**config.mk**
```make
export PLATFORM = sky130hd
export DESIGN_NAME = tic_timer
export DESIGN_NICKNAME = d
export VERILOG_FILES = /design/src/hdl/tic_pkg.sv /design/src/hdl/tic_edge_sync.sv /design/src/hdl/tic_prescaler.sv /design/src/hdl/tic_timer.sv
export SDC_FILE = /design/constraint.sdc
export NUM_CORES = 1
export LEC_CHECK = 0
export ABC_AREA = 1
export ABC_CLOCK_PERIOD_IN_PS = 5000
export BUFFER_PORTS_ARGS = -buffer_cell sky130_fd_sc_hd__clkbuf_2
export CORE_MARGIN = 5
export CORE_UTILIZATION = 25
export CTS_CLUSTER_DIAMETER = 50
export DETAILED_ROUTE_END_ITERATION = 10
export PLACE_DENSITY_LB_ADDON = 0.05
export RECOVER_POWER = 50
export SYNTH_ARGS = -nofsm -noshare
export SYNTH_HDL_FRONTEND = slang
export SYNTH_HIERARCHICAL = 1
export SYNTH_SLANG_ARGS = --single-unit
```
**constraint.sdc**
```tcl
create_clock -name aclk -period 5 [get_ports aclk]
set_input_delay 0.25 -clock aclk [delete_from_list [all_inputs] [get_ports aclk]]
set_output_delay 0.25 -clock aclk [all_outputs]
set_load 0.1 [all_outputs]
```
**src/hdl/tic_pkg.sv**
```systemverilog
package tic_pkg;

   // Register byte offsets
   localparam logic [7:0] OFS_CTRL1   = 8'h00;
   localparam logic [7:0] OFS_CTRL2   = 8'h04;
   localparam logic [7:0] OFS_STATUS  = 8'h08;
   localparam logic [7:0] OFS_COUNT   = 8'h0c;
   localparam logic [7:0] OFS_CAP_A   = 8'h10;
   localparam logic [7:0] OFS_CAP_B   = 8'h14;

   // Reset values
   localparam logic [15:0] CTRL1_RST  = 16'h0000;
   localparam logic [15:0] CTRL2_RST  = 16'h0000;
   localparam logic [15:0] STATUS_RST = 16'h0000;
   localparam logic [15:0] COUNT_RST  = 16'hfffc;
   localparam logic [15:0] CAP_RST    = 16'h0000;
   localparam logic [7:0]  PRESC_RST  = 8'h00;

   // Counter values
   localparam logic [15:0] COUNT_LOAD = 16'hfffc;
   localparam logic [15:0] COUNT_WRAP = 16'hffff;

   // First control register fields
   localparam int CR1_EXT_SEL  = 0;
   localparam int CR1_EXT_POL  = 1;
   localparam int CR1_EDGE_A   = 2;
   localparam int CR1_EDGE_B   = 3;
   localparam logic [15:0] CTRL1_MASK = 16'h000f;

   // Second control register fields; enables share the status layout
   localparam int CR2_PRESC_LSB = 0;
   localparam int CR2_DMA_EN    = 8;
   localparam int CR2_DMA_SEL   = 9;
   localparam logic [15:0] CTRL2_MASK = 16'hfbff;

   // Status flag positions
   localparam int SR_CAP_A  = 15;
   localparam int SR_CMP_A  = 14;
   localparam int SR_ROLL   = 13;
   localparam int SR_CAP_B  = 12;
   localparam int SR_CMP_B  = 11;
   localparam logic [15:0] SR_FLAGS = 16'hf800;

   // Bus answers
   localparam logic [1:0] RESP_OKAY   = 2'b00;
   localparam logic [1:0] RESP_SLVERR = 2'b10;

endpackage

```
**src/hdl/tic_edge_sync.sv**
```systemverilog
`timescale 1ns/1ps
module tic_edge_sync (
   input  wire logic aclk,
   input  wire logic aresetn,
   input  wire logic pin,
   input  wire logic rise_sel,
   output wire logic edge_pulse
);
   logic meta_r;
   logic sync_r;
   logic last_r;

   // Two-stage synchroniser, then one stage for edge detection
   always_ff @(posedge aclk) begin
      if (!aresetn) begin
         meta_r <= 1'b0;
         sync_r <= 1'b0;
         last_r <= 1'b0;
      end else begin
         meta_r <= pin;
         sync_r <= meta_r;
         last_r <= sync_r;
      end
   end

   assign edge_pulse = rise_sel ? (sync_r & ~last_r) : (~sync_r & last_r);
endmodule

```
**src/hdl/tic_prescaler.sv**
```systemverilog
`timescale 1ns/1ps
module tic_prescaler (
   input  wire logic       aclk,
   input  wire logic       aresetn,
   input  wire logic [7:0] factor,
   output wire logic       tick
);
   logic [7:0] div_r;

   // Divides by factor plus one; 0 gives a tick every cycle
   assign tick = (div_r >= factor);

   always_ff @(posedge aclk) begin
      if (!aresetn) begin
         div_r <= tic_pkg::PRESC_RST;
      end else if (tick) begin
         div_r <= tic_pkg::PRESC_RST;
      end else begin
         div_r <= div_r + 8'h01;
      end
   end
endmodule

```
**src/hdl/tic_timer.sv**
```systemverilog
// How it works
// - Any write to the counter register loads FFFCh, data ignored.
// - Select bit 0 counts prescaled clock ticks; 1 counts external clock edges.
// - Prescaler divides the system clock by factor plus one, 1 to 256.
// - Counter wrap from FFFFh to 0000h sets the rollover flag.
// - Rollover flag raises interrupt while enabled; stays pending until enabled.
// - Status write with 0 in bit 13 clears rollover; 1 leaves it.
// - External clock comes from reference clock or capture pin A, per config.
// - Polarity bit picks the external clock transition that counts.
// - All counter updates happen on the system clock rising edge.
// - Each capture channel latches the counter on its active pin transition.
// - Capture value registers are read-only; writes leave them unchanged.
// - Per-channel edge bit picks rising or falling capture transition.
// - Capture sets its flag; interrupt while enabled, else pending.
// - Status write with 0 in bit 15 or 12 clears capture A or B.
// - DMA acknowledge clears the selected capture flag when DMA is enabled.
// - One interrupt output ORs capture A, B and rollover; no logic sets the compare flags.
`timescale 1ns/1ps
module tic_timer (
   input  wire logic        aclk,
   input  wire logic        aresetn,
   input  wire logic [31:0] s_axi_awaddr,
   input  wire logic [2:0]  s_axi_awprot,
   input  wire logic        s_axi_awvalid,
   output wire logic        s_axi_awready,
   input  wire logic [31:0] s_axi_wdata,
   input  wire logic [3:0]  s_axi_wstrb,
   input  wire logic        s_axi_wvalid,
   output wire logic        s_axi_wready,
   output wire logic [1:0]  s_axi_bresp,
   output wire logic        s_axi_bvalid,
   input  wire logic        s_axi_bready,
   input  wire logic [31:0] s_axi_araddr,
   input  wire logic [2:0]  s_axi_arprot,
   input  wire logic        s_axi_arvalid,
   output wire logic        s_axi_arready,
   output wire logic [31:0] s_axi_rdata,
   output wire logic [1:0]  s_axi_rresp,
   output wire logic        s_axi_rvalid,
   input  wire logic        s_axi_rready,
   input  wire logic        ext_clock_input,
   input  wire logic        timer_source_config,
   input  wire logic        capture_pin_a,
   input  wire logic        capture_pin_b,
   input  wire logic        dma_ack,
   output wire logic        timer_irq
);

   // Lane merge for byte strobes
   function automatic logic [15:0] strb_merge(
      input logic [15:0] old_val,
      input logic [31:0] new_val,
      input logic [3:0]  strb
   );
      logic [15:0] res;
      res = old_val;
      if (strb[0]) begin
         res[7:0] = new_val[7:0];
      end
      if (strb[1]) begin
         res[15:8] = new_val[15:8];
      end
      return res;
   endfunction

   // Register offset match on the whole address: low byte equals the offset, upper 24 bits zero
   function automatic logic addr_is(
      input logic [31:0] addr,
      input logic [7:0]  ofs
   );
      return (addr[7:0] == ofs) && (addr[31:8] == 24'h000000);
   endfunction

   // Bus slave state
   logic        awready_r;
   logic        wready_r;
   logic        bvalid_r;
   logic [1:0]  bresp_r;
   logic        aw_have_r;
   logic        w_have_r;
   logic [31:0] awaddr_r;
   logic [31:0] wdata_r;
   logic [3:0]  wstrb_r;
   logic        arready_r;
   logic        rvalid_r;
   logic [31:0] rdata_r;
   logic [1:0]  rresp_r;

   // Timer state
   logic [15:0] ctrl1_r;
   logic [15:0] ctrl2_r;
   logic [15:0] ctrl2_nxt;
   logic [15:0] status_r;
   logic [15:0] status_nxt;
   logic [15:0] count_r;
   logic [15:0] cap_a_r;
   logic [15:0] cap_b_r;
   logic        irq_r;
   logic        irq_nxt;

   // Write decode
   wire wr_go     = aw_have_r & w_have_r & ~bvalid_r;
   wire wr_ctrl1  = wr_go & addr_is(awaddr_r, tic_pkg::OFS_CTRL1);
   wire wr_ctrl2  = wr_go & addr_is(awaddr_r, tic_pkg::OFS_CTRL2);
   wire wr_status = wr_go & addr_is(awaddr_r, tic_pkg::OFS_STATUS);
   wire wr_count  = wr_go & addr_is(awaddr_r, tic_pkg::OFS_COUNT);
   wire wr_cap_a  = wr_go & addr_is(awaddr_r, tic_pkg::OFS_CAP_A);
   wire wr_cap_b  = wr_go & addr_is(awaddr_r, tic_pkg::OFS_CAP_B);
   wire wr_known  = wr_ctrl1 | wr_ctrl2 | wr_status | wr_count
                  | wr_cap_a | wr_cap_b;

   // Read decode
   wire rd_go     = s_axi_arvalid & arready_r;
   wire rd_ctrl1  = addr_is(s_axi_araddr, tic_pkg::OFS_CTRL1);
   wire rd_ctrl2  = addr_is(s_axi_araddr, tic_pkg::OFS_CTRL2);
   wire rd_status = addr_is(s_axi_araddr, tic_pkg::OFS_STATUS);
   wire rd_count  = addr_is(s_axi_araddr, tic_pkg::OFS_COUNT);
   wire rd_cap_a  = addr_is(s_axi_araddr, tic_pkg::OFS_CAP_A);
   wire rd_cap_b  = addr_is(s_axi_araddr, tic_pkg::OFS_CAP_B);
   wire rd_known  = rd_ctrl1 | rd_ctrl2 | rd_status | rd_count
                  | rd_cap_a | rd_cap_b;
   wire [15:0] rd_val =
        rd_ctrl1  ? ctrl1_r  :
        rd_ctrl2  ? ctrl2_r  :
        rd_status ? status_r :
        rd_count  ? count_r  :
        rd_cap_a  ? cap_a_r  :
        rd_cap_b  ? cap_b_r  : 16'h0000;

   // Control fields
   wire       ext_sel  = ctrl1_r[tic_pkg::CR1_EXT_SEL];
   wire       ext_pol  = ctrl1_r[tic_pkg::CR1_EXT_POL];
   wire       edge_a   = ctrl1_r[tic_pkg::CR1_EDGE_A];
   wire       edge_b   = ctrl1_r[tic_pkg::CR1_EDGE_B];
   wire [7:0] presc    = ctrl2_r[tic_pkg::CR2_PRESC_LSB +: 8];
   wire       dma_en   = ctrl2_r[tic_pkg::CR2_DMA_EN];
   wire       dma_sel  = ctrl2_r[tic_pkg::CR2_DMA_SEL];

   wire ext_edge;
   wire ref_edge;
   wire pin_a_ext_edge;
   wire presc_tick;
   wire cap_a_edge;
   wire cap_b_edge;

   tic_edge_sync u_ext_sync (
      .aclk       (aclk),
      .aresetn    (aresetn),
      .pin        (ext_clock_input),
      .rise_sel   (ext_pol),
      .edge_pulse (ref_edge)
   );

   // Capture pin A as external clock, clock polarity applies
   tic_edge_sync u_pin_a_ext_sync (
      .aclk       (aclk),
      .aresetn    (aresetn),
      .pin        (capture_pin_a),
      .rise_sel   (ext_pol),
      .edge_pulse (pin_a_ext_edge)
   );

   tic_edge_sync u_cap_a_sync (
      .aclk       (aclk),
      .aresetn    (aresetn),
      .pin        (capture_pin_a),
      .rise_sel   (edge_a),
      .edge_pulse (cap_a_edge)
   );

   tic_edge_sync u_cap_b_sync (
      .aclk       (aclk),
      .aresetn    (aresetn),
      .pin        (capture_pin_b),
      .rise_sel   (edge_b),
      .edge_pulse (cap_b_edge)
   );

   tic_prescaler u_presc (
      .aclk    (aclk),
      .aresetn (aresetn),
      .factor  (presc),
      .tick    (presc_tick)
   );

   // Source picked after synchronisation, so no pin reaches logic unsynchronised
   assign ext_edge = timer_source_config ? pin_a_ext_edge : ref_edge;

   // Counting tick and rollover
   wire count_tick = ext_sel ? ext_edge : presc_tick;
   wire rollover   = count_tick & ~wr_count & (count_r == tic_pkg::COUNT_WRAP);

   // Status set and clear terms
   logic [15:0] sr_set;
   logic [15:0] sr_clr;
   logic [15:0] wr_clr;
   logic [15:0] dma_clr;

   assign wr_clr = wr_status ? (~strb_merge(16'hffff, wdata_r, wstrb_r)
                                & tic_pkg::SR_FLAGS) : 16'h0000;

   always_comb begin
      dma_clr = 16'h0000;
      if (dma_ack && dma_en) begin
         if (dma_sel) begin
            dma_clr[tic_pkg::SR_CAP_B] = 1'b1;
         end else begin
            dma_clr[tic_pkg::SR_CAP_A] = 1'b1;
         end
      end
   end

   always_comb begin
      sr_set = 16'h0000;
      sr_set[tic_pkg::SR_ROLL]  = rollover;
      sr_set[tic_pkg::SR_CAP_A] = cap_a_edge;
      sr_set[tic_pkg::SR_CAP_B] = cap_b_edge;
   end

   // Mask update reaches the interrupt in the same cycle
   assign ctrl2_nxt = wr_ctrl2
                    ? (strb_merge(ctrl2_r, wdata_r, wstrb_r) & tic_pkg::CTRL2_MASK)
                    : ctrl2_r;

   assign sr_clr = wr_clr | dma_clr;
   // Set wins over a clear in the same cycle
   assign status_nxt = (status_r & ~sr_clr) | sr_set;
   // Enables in the second control register share the status layout
   assign irq_nxt = |(status_nxt & ctrl2_nxt & tic_pkg::SR_FLAGS);

   // Counter
   always_ff @(posedge aclk) begin
      if (!aresetn) begin
         count_r <= tic_pkg::COUNT_RST;
      end else if (wr_count) begin
         count_r <= tic_pkg::COUNT_LOAD;
      end else if (count_tick) begin
         count_r <= count_r + 16'h0001;
      end
   end

   // Capture registers, not writable from the bus
   always_ff @(posedge aclk) begin
      if (!aresetn) begin
         cap_a_r <= tic_pkg::CAP_RST;
         cap_b_r <= tic_pkg::CAP_RST;
      end else begin
         if (cap_a_edge) begin
            cap_a_r <= count_r;
         end
         if (cap_b_edge) begin
            cap_b_r <= count_r;
         end
      end
   end

   // Control, status and interrupt
   always_ff @(posedge aclk) begin
      if (!aresetn) begin
         ctrl1_r  <= tic_pkg::CTRL1_RST;
         ctrl2_r  <= tic_pkg::CTRL2_RST;
         status_r <= tic_pkg::STATUS_RST;
         irq_r    <= 1'b0;
      end else begin
         if (wr_ctrl1) begin
            ctrl1_r <= strb_merge(ctrl1_r, wdata_r, wstrb_r) & tic_pkg::CTRL1_MASK;
         end
         ctrl2_r  <= ctrl2_nxt;
         status_r <= status_nxt;
         irq_r    <= irq_nxt;
      end
   end

   // Write channels
   always_ff @(posedge aclk) begin
      if (!aresetn) begin
         awready_r <= 1'b1;
         wready_r  <= 1'b1;
         aw_have_r <= 1'b0;
         w_have_r  <= 1'b0;
         awaddr_r  <= 32'h00000000;
         wdata_r   <= 32'h00000000;
         wstrb_r   <= 4'h0;
         bvalid_r  <= 1'b0;
         bresp_r   <= tic_pkg::RESP_OKAY;
      end else begin
         if (s_axi_awvalid && awready_r) begin
            awaddr_r  <= s_axi_awaddr;
            aw_have_r <= 1'b1;
            awready_r <= 1'b0;
         end
         if (s_axi_wvalid && wready_r) begin
            wdata_r  <= s_axi_wdata;
            wstrb_r  <= s_axi_wstrb;
            w_have_r <= 1'b1;
            wready_r <= 1'b0;
         end
         if (wr_go) begin
            bvalid_r <= 1'b1;
            bresp_r  <= wr_known ? tic_pkg::RESP_OKAY : tic_pkg::RESP_SLVERR;
         end
         if (bvalid_r && s_axi_bready) begin
            bvalid_r  <= 1'b0;
            aw_have_r <= 1'b0;
            w_have_r  <= 1'b0;
            awready_r <= 1'b1;
            wready_r  <= 1'b1;
         end
      end
   end

   // Read channels
   always_ff @(posedge aclk) begin
      if (!aresetn) begin
         arready_r <= 1'b1;
         rvalid_r  <= 1'b0;
         rdata_r   <= 32'h00000000;
         rresp_r   <= tic_pkg::RESP_OKAY;
      end else if (rd_go) begin
         arready_r <= 1'b0;
         rvalid_r  <= 1'b1;
         rdata_r   <= {16'h0000, rd_val};
         rresp_r   <= rd_known ? tic_pkg::RESP_OKAY : tic_pkg::RESP_SLVERR;
      end else if (rvalid_r && s_axi_rready) begin
         rvalid_r  <= 1'b0;
         arready_r <= 1'b1;
      end
   end

   assign s_axi_awready = awready_r;
   assign s_axi_wready  = wready_r;
   assign s_axi_bvalid  = bvalid_r;
   assign s_axi_bresp   = bresp_r;
   assign s_axi_arready = arready_r;
   assign s_axi_rvalid  = rvalid_r;
   assign s_axi_rdata   = rdata_r;
   assign s_axi_rresp   = rresp_r;
   assign timer_irq     = irq_r;

endmodule

```
==> out/metrics.yaml, run 1 <==
global_routing:
  grt_overflow: 0
  grt_max_degree: 48
  grt_antenna_before_repair: 0
  grt_pass1_vias: 6543
  grt_use_total: 0.130
  grt_pass1_wl_um: 35100
run_status:
  violations: "max-capacitance violations, max-slew violations"
  status: "finished with violations"
power_and_ir_drop:
  clkPwrFrac: 0.425
  p_sw_uw: 873
  p_sw_frac: 0.284
  peakVddDrop_v: 0.000196
  powerDensity_nw_per_um2: 340
  internal_power_mw: 2.20
  p_seq_frac: 0.466
  combPwrFrac: 0.110
  cellLeakagePower_nw: 4.05
drt:
  num_vias: 6730
  wire_per_inst_um: 13.7
  wl_um: 21900
  drtIter0Drc: 323
  drtAntennaViolNets: 0
  dr.pass1.iters: 4
  drc: 0
  viasPerCell: 4.21
setup_path:
  reg2reg_depth: 19
  worstPathRequired_ns: 5.35
  cp.arrival_ns: 3.64
  cp_max_fo: 47
  r2r-end: "timer_irq$_SDFF_PN0_"
  r2r_setup_slack_ns: 2.35
  start_kind: "primary input"
  rr_startpoint: "ctrl2_r[3]$_SDFFE_PN0P_"
  critPathKind: "primary input to flop"
  endpoint_kind: "flop"
timing:
  setup_viol: 0
  relSlewSlack: -0.292
  rsz0062_at_grt: "no"
  worst_pin_slew_ns: 1.94
  clock.fmax_mhz: 303
  fin_setup_tns_ns: 0
  fin_crit_sh: 0.660
  final_max_slew_viol_count: 123
  worst_hold_slack_ns: 0.0127
  clock_skew_ns: 0.0140
  hold_viol_final: 0
  fin_crit_ns: 3.30
logic_synthesis:
  ys_async_sr_fraction: 0
  netlist_area_um2: 7630
  synth_seq_area_share: 0.438
  synth_top_area_cell: "dfxtp_1"
  synth.avg_cell_area_um2: 7.02
  synth_top_area_share: 0.438
  synthCells: 1087
  synth_area_leaders: "dfxtp_1 44%, nand2_1 11%, nor2_1 9.5%"
  synth-seq-cells: 167
  ys.warnings.count: 6
  ys_types: 42
  synth_flop_cell: "dfxtp_1"
  synth_edf_count: 0
placed_design:
  post_dp_cell_area_um2: 8520
  hpwl_um: 15900
  portBuffers: 116
  gp_congestion: 0.739
floorplanning:
  pin_count: 160
  fp-row-count: 64
  dieArea_um2: 34100
  coreArea_um2: 30300
  die_w_um: 185
  start_util: 0.251
  die_h_um: 185
finish:
  final_common_cell: "nand2_1"
  final_nets: 1316
  fillers: 3467
  fin_area_um2: 9040
  drive_gt1_frac: 0.132
  num_antenna_cells: 0
  final_cell_mix: "219 x nand2_1, 194 x nor2_1, 167 x dfxtp_1, 111 x inv_1, 109 x o21ai_0"
  syn_to_final_growth_pct: 18.4
job:
  maxCapViolCount: 3
cts:
  clock_latency_ns: 0.42
  cts_tree: "done"
  cts_resized: 0
  cts_setup_buffers: 0
  hold_buffers: 0
  cts_root_buf: "clkbuf_16"
  path_clk_slew_ns: 0.07
  numCtsBuffers: 17
  cts_sinks: 167
  cts_max_path_buffers: 2
  htree_levels: 4
worst_hold_path:
  min_from: "ext_clock_input"
  min_path_cells: 3
  hold_path_end: "u_ext_sync/meta_r$_SDFF_PN0_"
  min_path_type: "primary input to flop"
metal layers:
layer | wire length (um) | global-route usage | vias to the layer above
li1 | - | - | 3642
met4 | 354 | 0.0373 | 0
met3 | 1040 | 0.0290 | 19
met2 | 9770 | 0.210 | 128
met1 | 10800 | 0.176 | 2941
met5 | 0 | 0 | -
critical path, cell delays in order:
cell	delay [ns]
clkbuf_1	1.31
clkbuf_1	1.47
o21ai_0	0.39
nor2_1	0.17
flip-flops by register name, summed over array words and instances (netlist names), 2 cells and up:
name and cells:
awaddr_r 32, cap_a_r 16, cap_b_r 16, count_r 16
s_axi_rdata 16, ctrl2_r 15, wdata_r 15, u_presc/div_r 8
status_r 5, ctrl1_r 4, wstrb_r 2
layout make-up:
| cell class | instances | area (um^2) | share of cell area |
|---|---|---|---|
| clock buffers | 20 | 457 | 0.0505 |
| clock inverters | 12 | 118 | 0.0130 |
| inverters | 119 | 450 | 0.0498 |
| multi-input cells | 760 | 3580 | 0.397 |
| flip-flops and latches | 167 | 3340 | 0.370 |
| well taps | 396 | 495 | 0.0548 |
| repair buffers | 123 | 591 | 0.0653 |
power by group through the flow:
stage | clock [mW] | combinational, mW | sequential [mW]
2_1_floorplan | 0 | 0.236 | 1.48
5_1_grt | 1.41 | 0.383 | 1.44
3_3_place_gp | 0 | 0.345 | 1.46
4_1_cts | 1.35 | 0.346 | 1.43
6_report | 1.31 | 0.337 | 1.43
3_5_place_dp | 0 | 0.345 | 1.46
synth_stat cells (2+ instances only):
library cell	n
o21ai_1	5
nand3b_1	6
nand2_2	2
o21ai_0	109
buf_2	4
clkbuf_1	34
clkinv_1	3
nor2_4	6
nand3_2	6
a21oi_1	72
ha_1	10
inv_2	3
nor3_1	3
dfxtp_1	167
mux2i_1	2
or2_2	4
nor4_1	3
xnor2_1	5
nand2_1	219
xor2_1	5
inv_1	111
nand4_1	11
nand3_1	59
nor2_1	194
buf_4	19
a21oi_2	3
nand2_4	2
o211ai_1	6
per-stage QoR:
step	power (mW)	setup WS [ns]	cells	utilization
6_report	3.08	1.70	1597	0.298
5_1_grt	3.23	1.13	1597	0.298
4_1_cts	3.13	2.23	1597	0.300
3_5_place_dp	1.81	2.25	1565	0.281
3_3_place_gp	1.81	2.25	1565	0.281
2_1_floorplan	1.72	2.82	1104	-
worst max path at each step:
stage	from	end	slack [ns]
after global placement	ctrl2_r[3]$_SDFFE_PN0P_	count_r[15]$_SDFFE_PP1P_	2.25
after global routing	aresetn	awaddr_r[17]$_SDFFE_PN0P_	1.13
after floorplan	ctrl2_r[7]$_SDFFE_PN0P_	count_r[15]$_SDFFE_PP1P_	2.82
final	aresetn	awaddr_r[17]$_SDFFE_PN0P_	1.70
after CTS	ctrl2_r[7]$_SDFFE_PN0P_	count_r[15]$_SDFFE_PP1P_	2.23
after detailed placement	ctrl2_r[7]$_SDFFE_PN0P_	count_r[15]$_SDFFE_PP1P_	2.25
cells by family after synthesis:
logic type	Yosys count	synth area share
buffers and inverters	177	0.0986
muxes	2	0.00262
AOI/OAI and AO/OA	198	0.134
other	1	0.000491
xor gates and xnor gates	10	0.0115
adders and majority gates	10	0.0164
DFF	167	0.438
and+or+nand+nor	522	0.298
Note: power is estimated with default switching activity, not from simulation.
==> run 2: changes to the inputs <==
- ABC_CLOCK_PERIOD_IN_PS: 5000 -> 2810
- clock period: 5 -> 2.81 ns (I/O delays scaled with it)
==> run 2 against run 1 <==
The run ends with max-capacitance violations left. Power increased by 85%. Register-to-register slack got worse by 1.9 ns. Utilization increased by 2.1 points. Highest routed layer unchanged.
==> out/metrics.yaml, run 2 (synthesized netlist as in run 1, its figures left out) <==
global_routing:
  grt_use_total: 0.133  # was 0.130
  grt_max_degree: 41  # was 48
  grt_overflow: 0  # unchanged
  grt_pass1_wl_um: 36000  # was 35,100 um
  grt_antenna_before_repair: 0  # unchanged
  grt_pass1_vias: 6701  # was 6,543
setup_path:
  slowest_delay_ns: 0.36  # was 1.47 ns
  crit_top_cell: "nand2_1"  # was clkbuf_1
  critPathKind: "flop to flop"  # was primary input to flop
  cp_max_fo: 7  # was 47
  cp.arrival_ns: 2.75  # was 3.64 ns
  worstPathRequired_ns: 3.18  # was 5.35 ns
  worst_path_max_delay_cell: "dfxtp_1"  # was clkbuf_1
  start_kind: "flop"  # was primary input
  endpoint_kind: "flop"  # unchanged
  crit_chain: "inv_1, ha_1, nand2_1, inv_1, nand2_1, nand2_1, nand2_1, nand3_1, or2_2, nand2_2, nor2_1, nand2_1, nor2_1, nand2_1, nor4_2, or2_2, nand2_1"  # was clkbuf_1, clkbuf_1, o21ai_0, nor2_1
drt:
  dr.pass1.iters: 4  # unchanged
  drtAntennaViolNets: 0  # unchanged
  drc: 0  # unchanged
  drtIter0Drc: 310  # was 323
  viasPerCell: 4.18  # was 4.21
  wl_um: 22500  # was 21,900 um
  num_vias: 6928  # was 6,730
  wire_per_inst_um: 13.6  # was 13.7 um
floorplanning:
  dieArea_um2: 34100  # unchanged
  start_util: 0.251  # unchanged
  fp-row-count: 64  # unchanged
  die_w_um: 185  # unchanged
  coreArea_um2: 30300  # unchanged
  pin_count: 160  # unchanged
  die_h_um: 185  # unchanged
timing:
  fin_crit_sh: 0.845
  clock.fmax_mhz: 421
  rsz0062_at_grt: "no"  # unchanged
  final_max_slew_viol_count: 0  # was 123
  clock_skew_ns: 0.0109  # was 0.0140 ns
  setup_viol: 0  # unchanged
  relSlewSlack: 0.00420  # was -0.292
  fin_setup_tns_ns: 0  # unchanged
  fin_crit_ns: 2.38
  worst_pin_slew_ns: 1.49  # was 1.94 ns
  hold_viol_final: 0  # unchanged
finish:
  drive_gt1_frac: 0.135  # was 0.132
  final_common_cell: "nand2_1"  # unchanged
  final_nets: 1377  # was 1,316
  syn_to_final_growth_pct: 26.7  # was 18.4%
  stdcell_count: 1658  # was 1,597
  largest_reg_flops: 32  # unchanged
  num_antenna_cells: 0  # unchanged
  fillers: 3388  # was 3,467
  final_cell_mix: "218 x nand2_1, 194 x nor2_1, 167 x dfxtp_1, 111 x inv_1, 109 x o21ai_0"  # was 219 x nand2_1, 194 x nor2_1, 167 x dfxtp_1, 111 x inv_1, 109 x o21ai_0
  top_register: "awaddr_r"  # unchanged
cts:
  cts_sinks: 167  # unchanged
  cts_tree: "done"  # unchanged
  cts_setup_buffers: 0  # unchanged
  cts_root_buf: "clkbuf_16"  # unchanged
  cts_max_path_buffers: 2  # unchanged
  path_clk_slew_ns: 0.07  # about the same
  htree_levels: 4  # unchanged
  clock_latency_ns: 0.43  # was 0.42 ns
  numCtsBuffers: 17  # unchanged
power_and_ir_drop:
  cellLeakagePower_nw: 4.33  # was 4.05 nW
  powerDensity_nw_per_um2: 589  # was 340 nW/um^2
  peakVddDrop_v: 0.000401  # was 0.000196 V
placed_design:
  hpwl_um: 16300  # was 15,900 um
  dp_cells: 1576  # was 1,565
  portBuffers: 116  # unchanged
  gp_congestion: 0.733  # was 0.739
run_status:
  violations: "max-capacitance violations"  # was max-capacitance violations, max-slew violations
  status: "finished with violations"  # unchanged
worst_hold_path:
  min_path_type: "primary input to flop"  # unchanged
job:
  maxCapViolCount: 1  # was 3
## run 2: report_power, final
group	leakage (nW)	internal, mW	total (mW)	switching (mW)
clock	0.291	1.43	2.49	1.05
sequential	1.37	2.48	2.55	0.0719
combinational	2.67	0.213	0.662	0.449
## run 2: per-stage QoR
stage	utilization	hold slack, ns	worst slack, ns	power (mW)	area, um^2
3_3_place_gp	0.283	0.322	0.212	3.23	8600
3_5_place_dp	0.283	0.322	0.204	3.22	8600
4_1_cts	0.320	0.0109	0.182	5.80	9720
6_report	0.318	0.0142	0.435	5.70	9660
2_1_floorplan	-	0.234	0.631	3.05	7690
5_1_grt	0.318	0.0267	0.125	6.00	9660
## run 2: final timing paths
kind | from | end | slack, ns | cells past startpoint
min reg2reg | u_pin_a_ext_sync/meta_r$_SDFF_PN0_ | u_pin_a_ext_sync/sync_r$_SDFF_PN0_ | 0.42 | 2
min | s_axi_wdata[13] | wdata_r[13]$_SDFFE_PN0P_ | 0.01 | 3
max reg2reg | ctrl2_r[3]$_SDFFE_PN0P_ | count_r[15]$_SDFFE_PP1P_ | 0.43 | 17
max | ctrl2_r[3]$_SDFFE_PN0P_ | count_r[15]$_SDFFE_PP1P_ | 0.43 | 17
## run 2: critical path: cells and delay by family, from the launching register on
family	cells	cell delay, ns
adder cells (fa/ha/maj)	1	0.30
buffers and inverters	2	0.10
flip-flops	1	0.36
AND/OR/NAND/NOR	14	1.55
## run 2: final cells by class
class / instances / area [um^2] / share of cell area
Clock inverter: 13 / 170 / 0.0176
Inverter: 119 / 450 / 0.0466
Clock buffer: 19 / 443 / 0.0458
Tap cell: 396 / 495 / 0.0513
Multi-Input combinational cell: 760 / 3590 / 0.372
Sequential cell: 167 / 3340 / 0.346
Timing Repair Buffer: 184 / 1170 / 0.121
## run 2: layer usage
layer,vias to the layer above,global-route usage,wire length [um]
met2,124,0.216,10000
li1,3751,-,-
met1,3034,0.179,11000
met4,0,0.0373,366
met5,-,0,0
met3,19,0.0310,1110
## run 2: repair_timing
item                                    CTS  global route
gates resized for setup                   0             2
endpoints found under the hold margin    52             0
hold buffers                             50             0
endpoints found under the setup margin    0             2
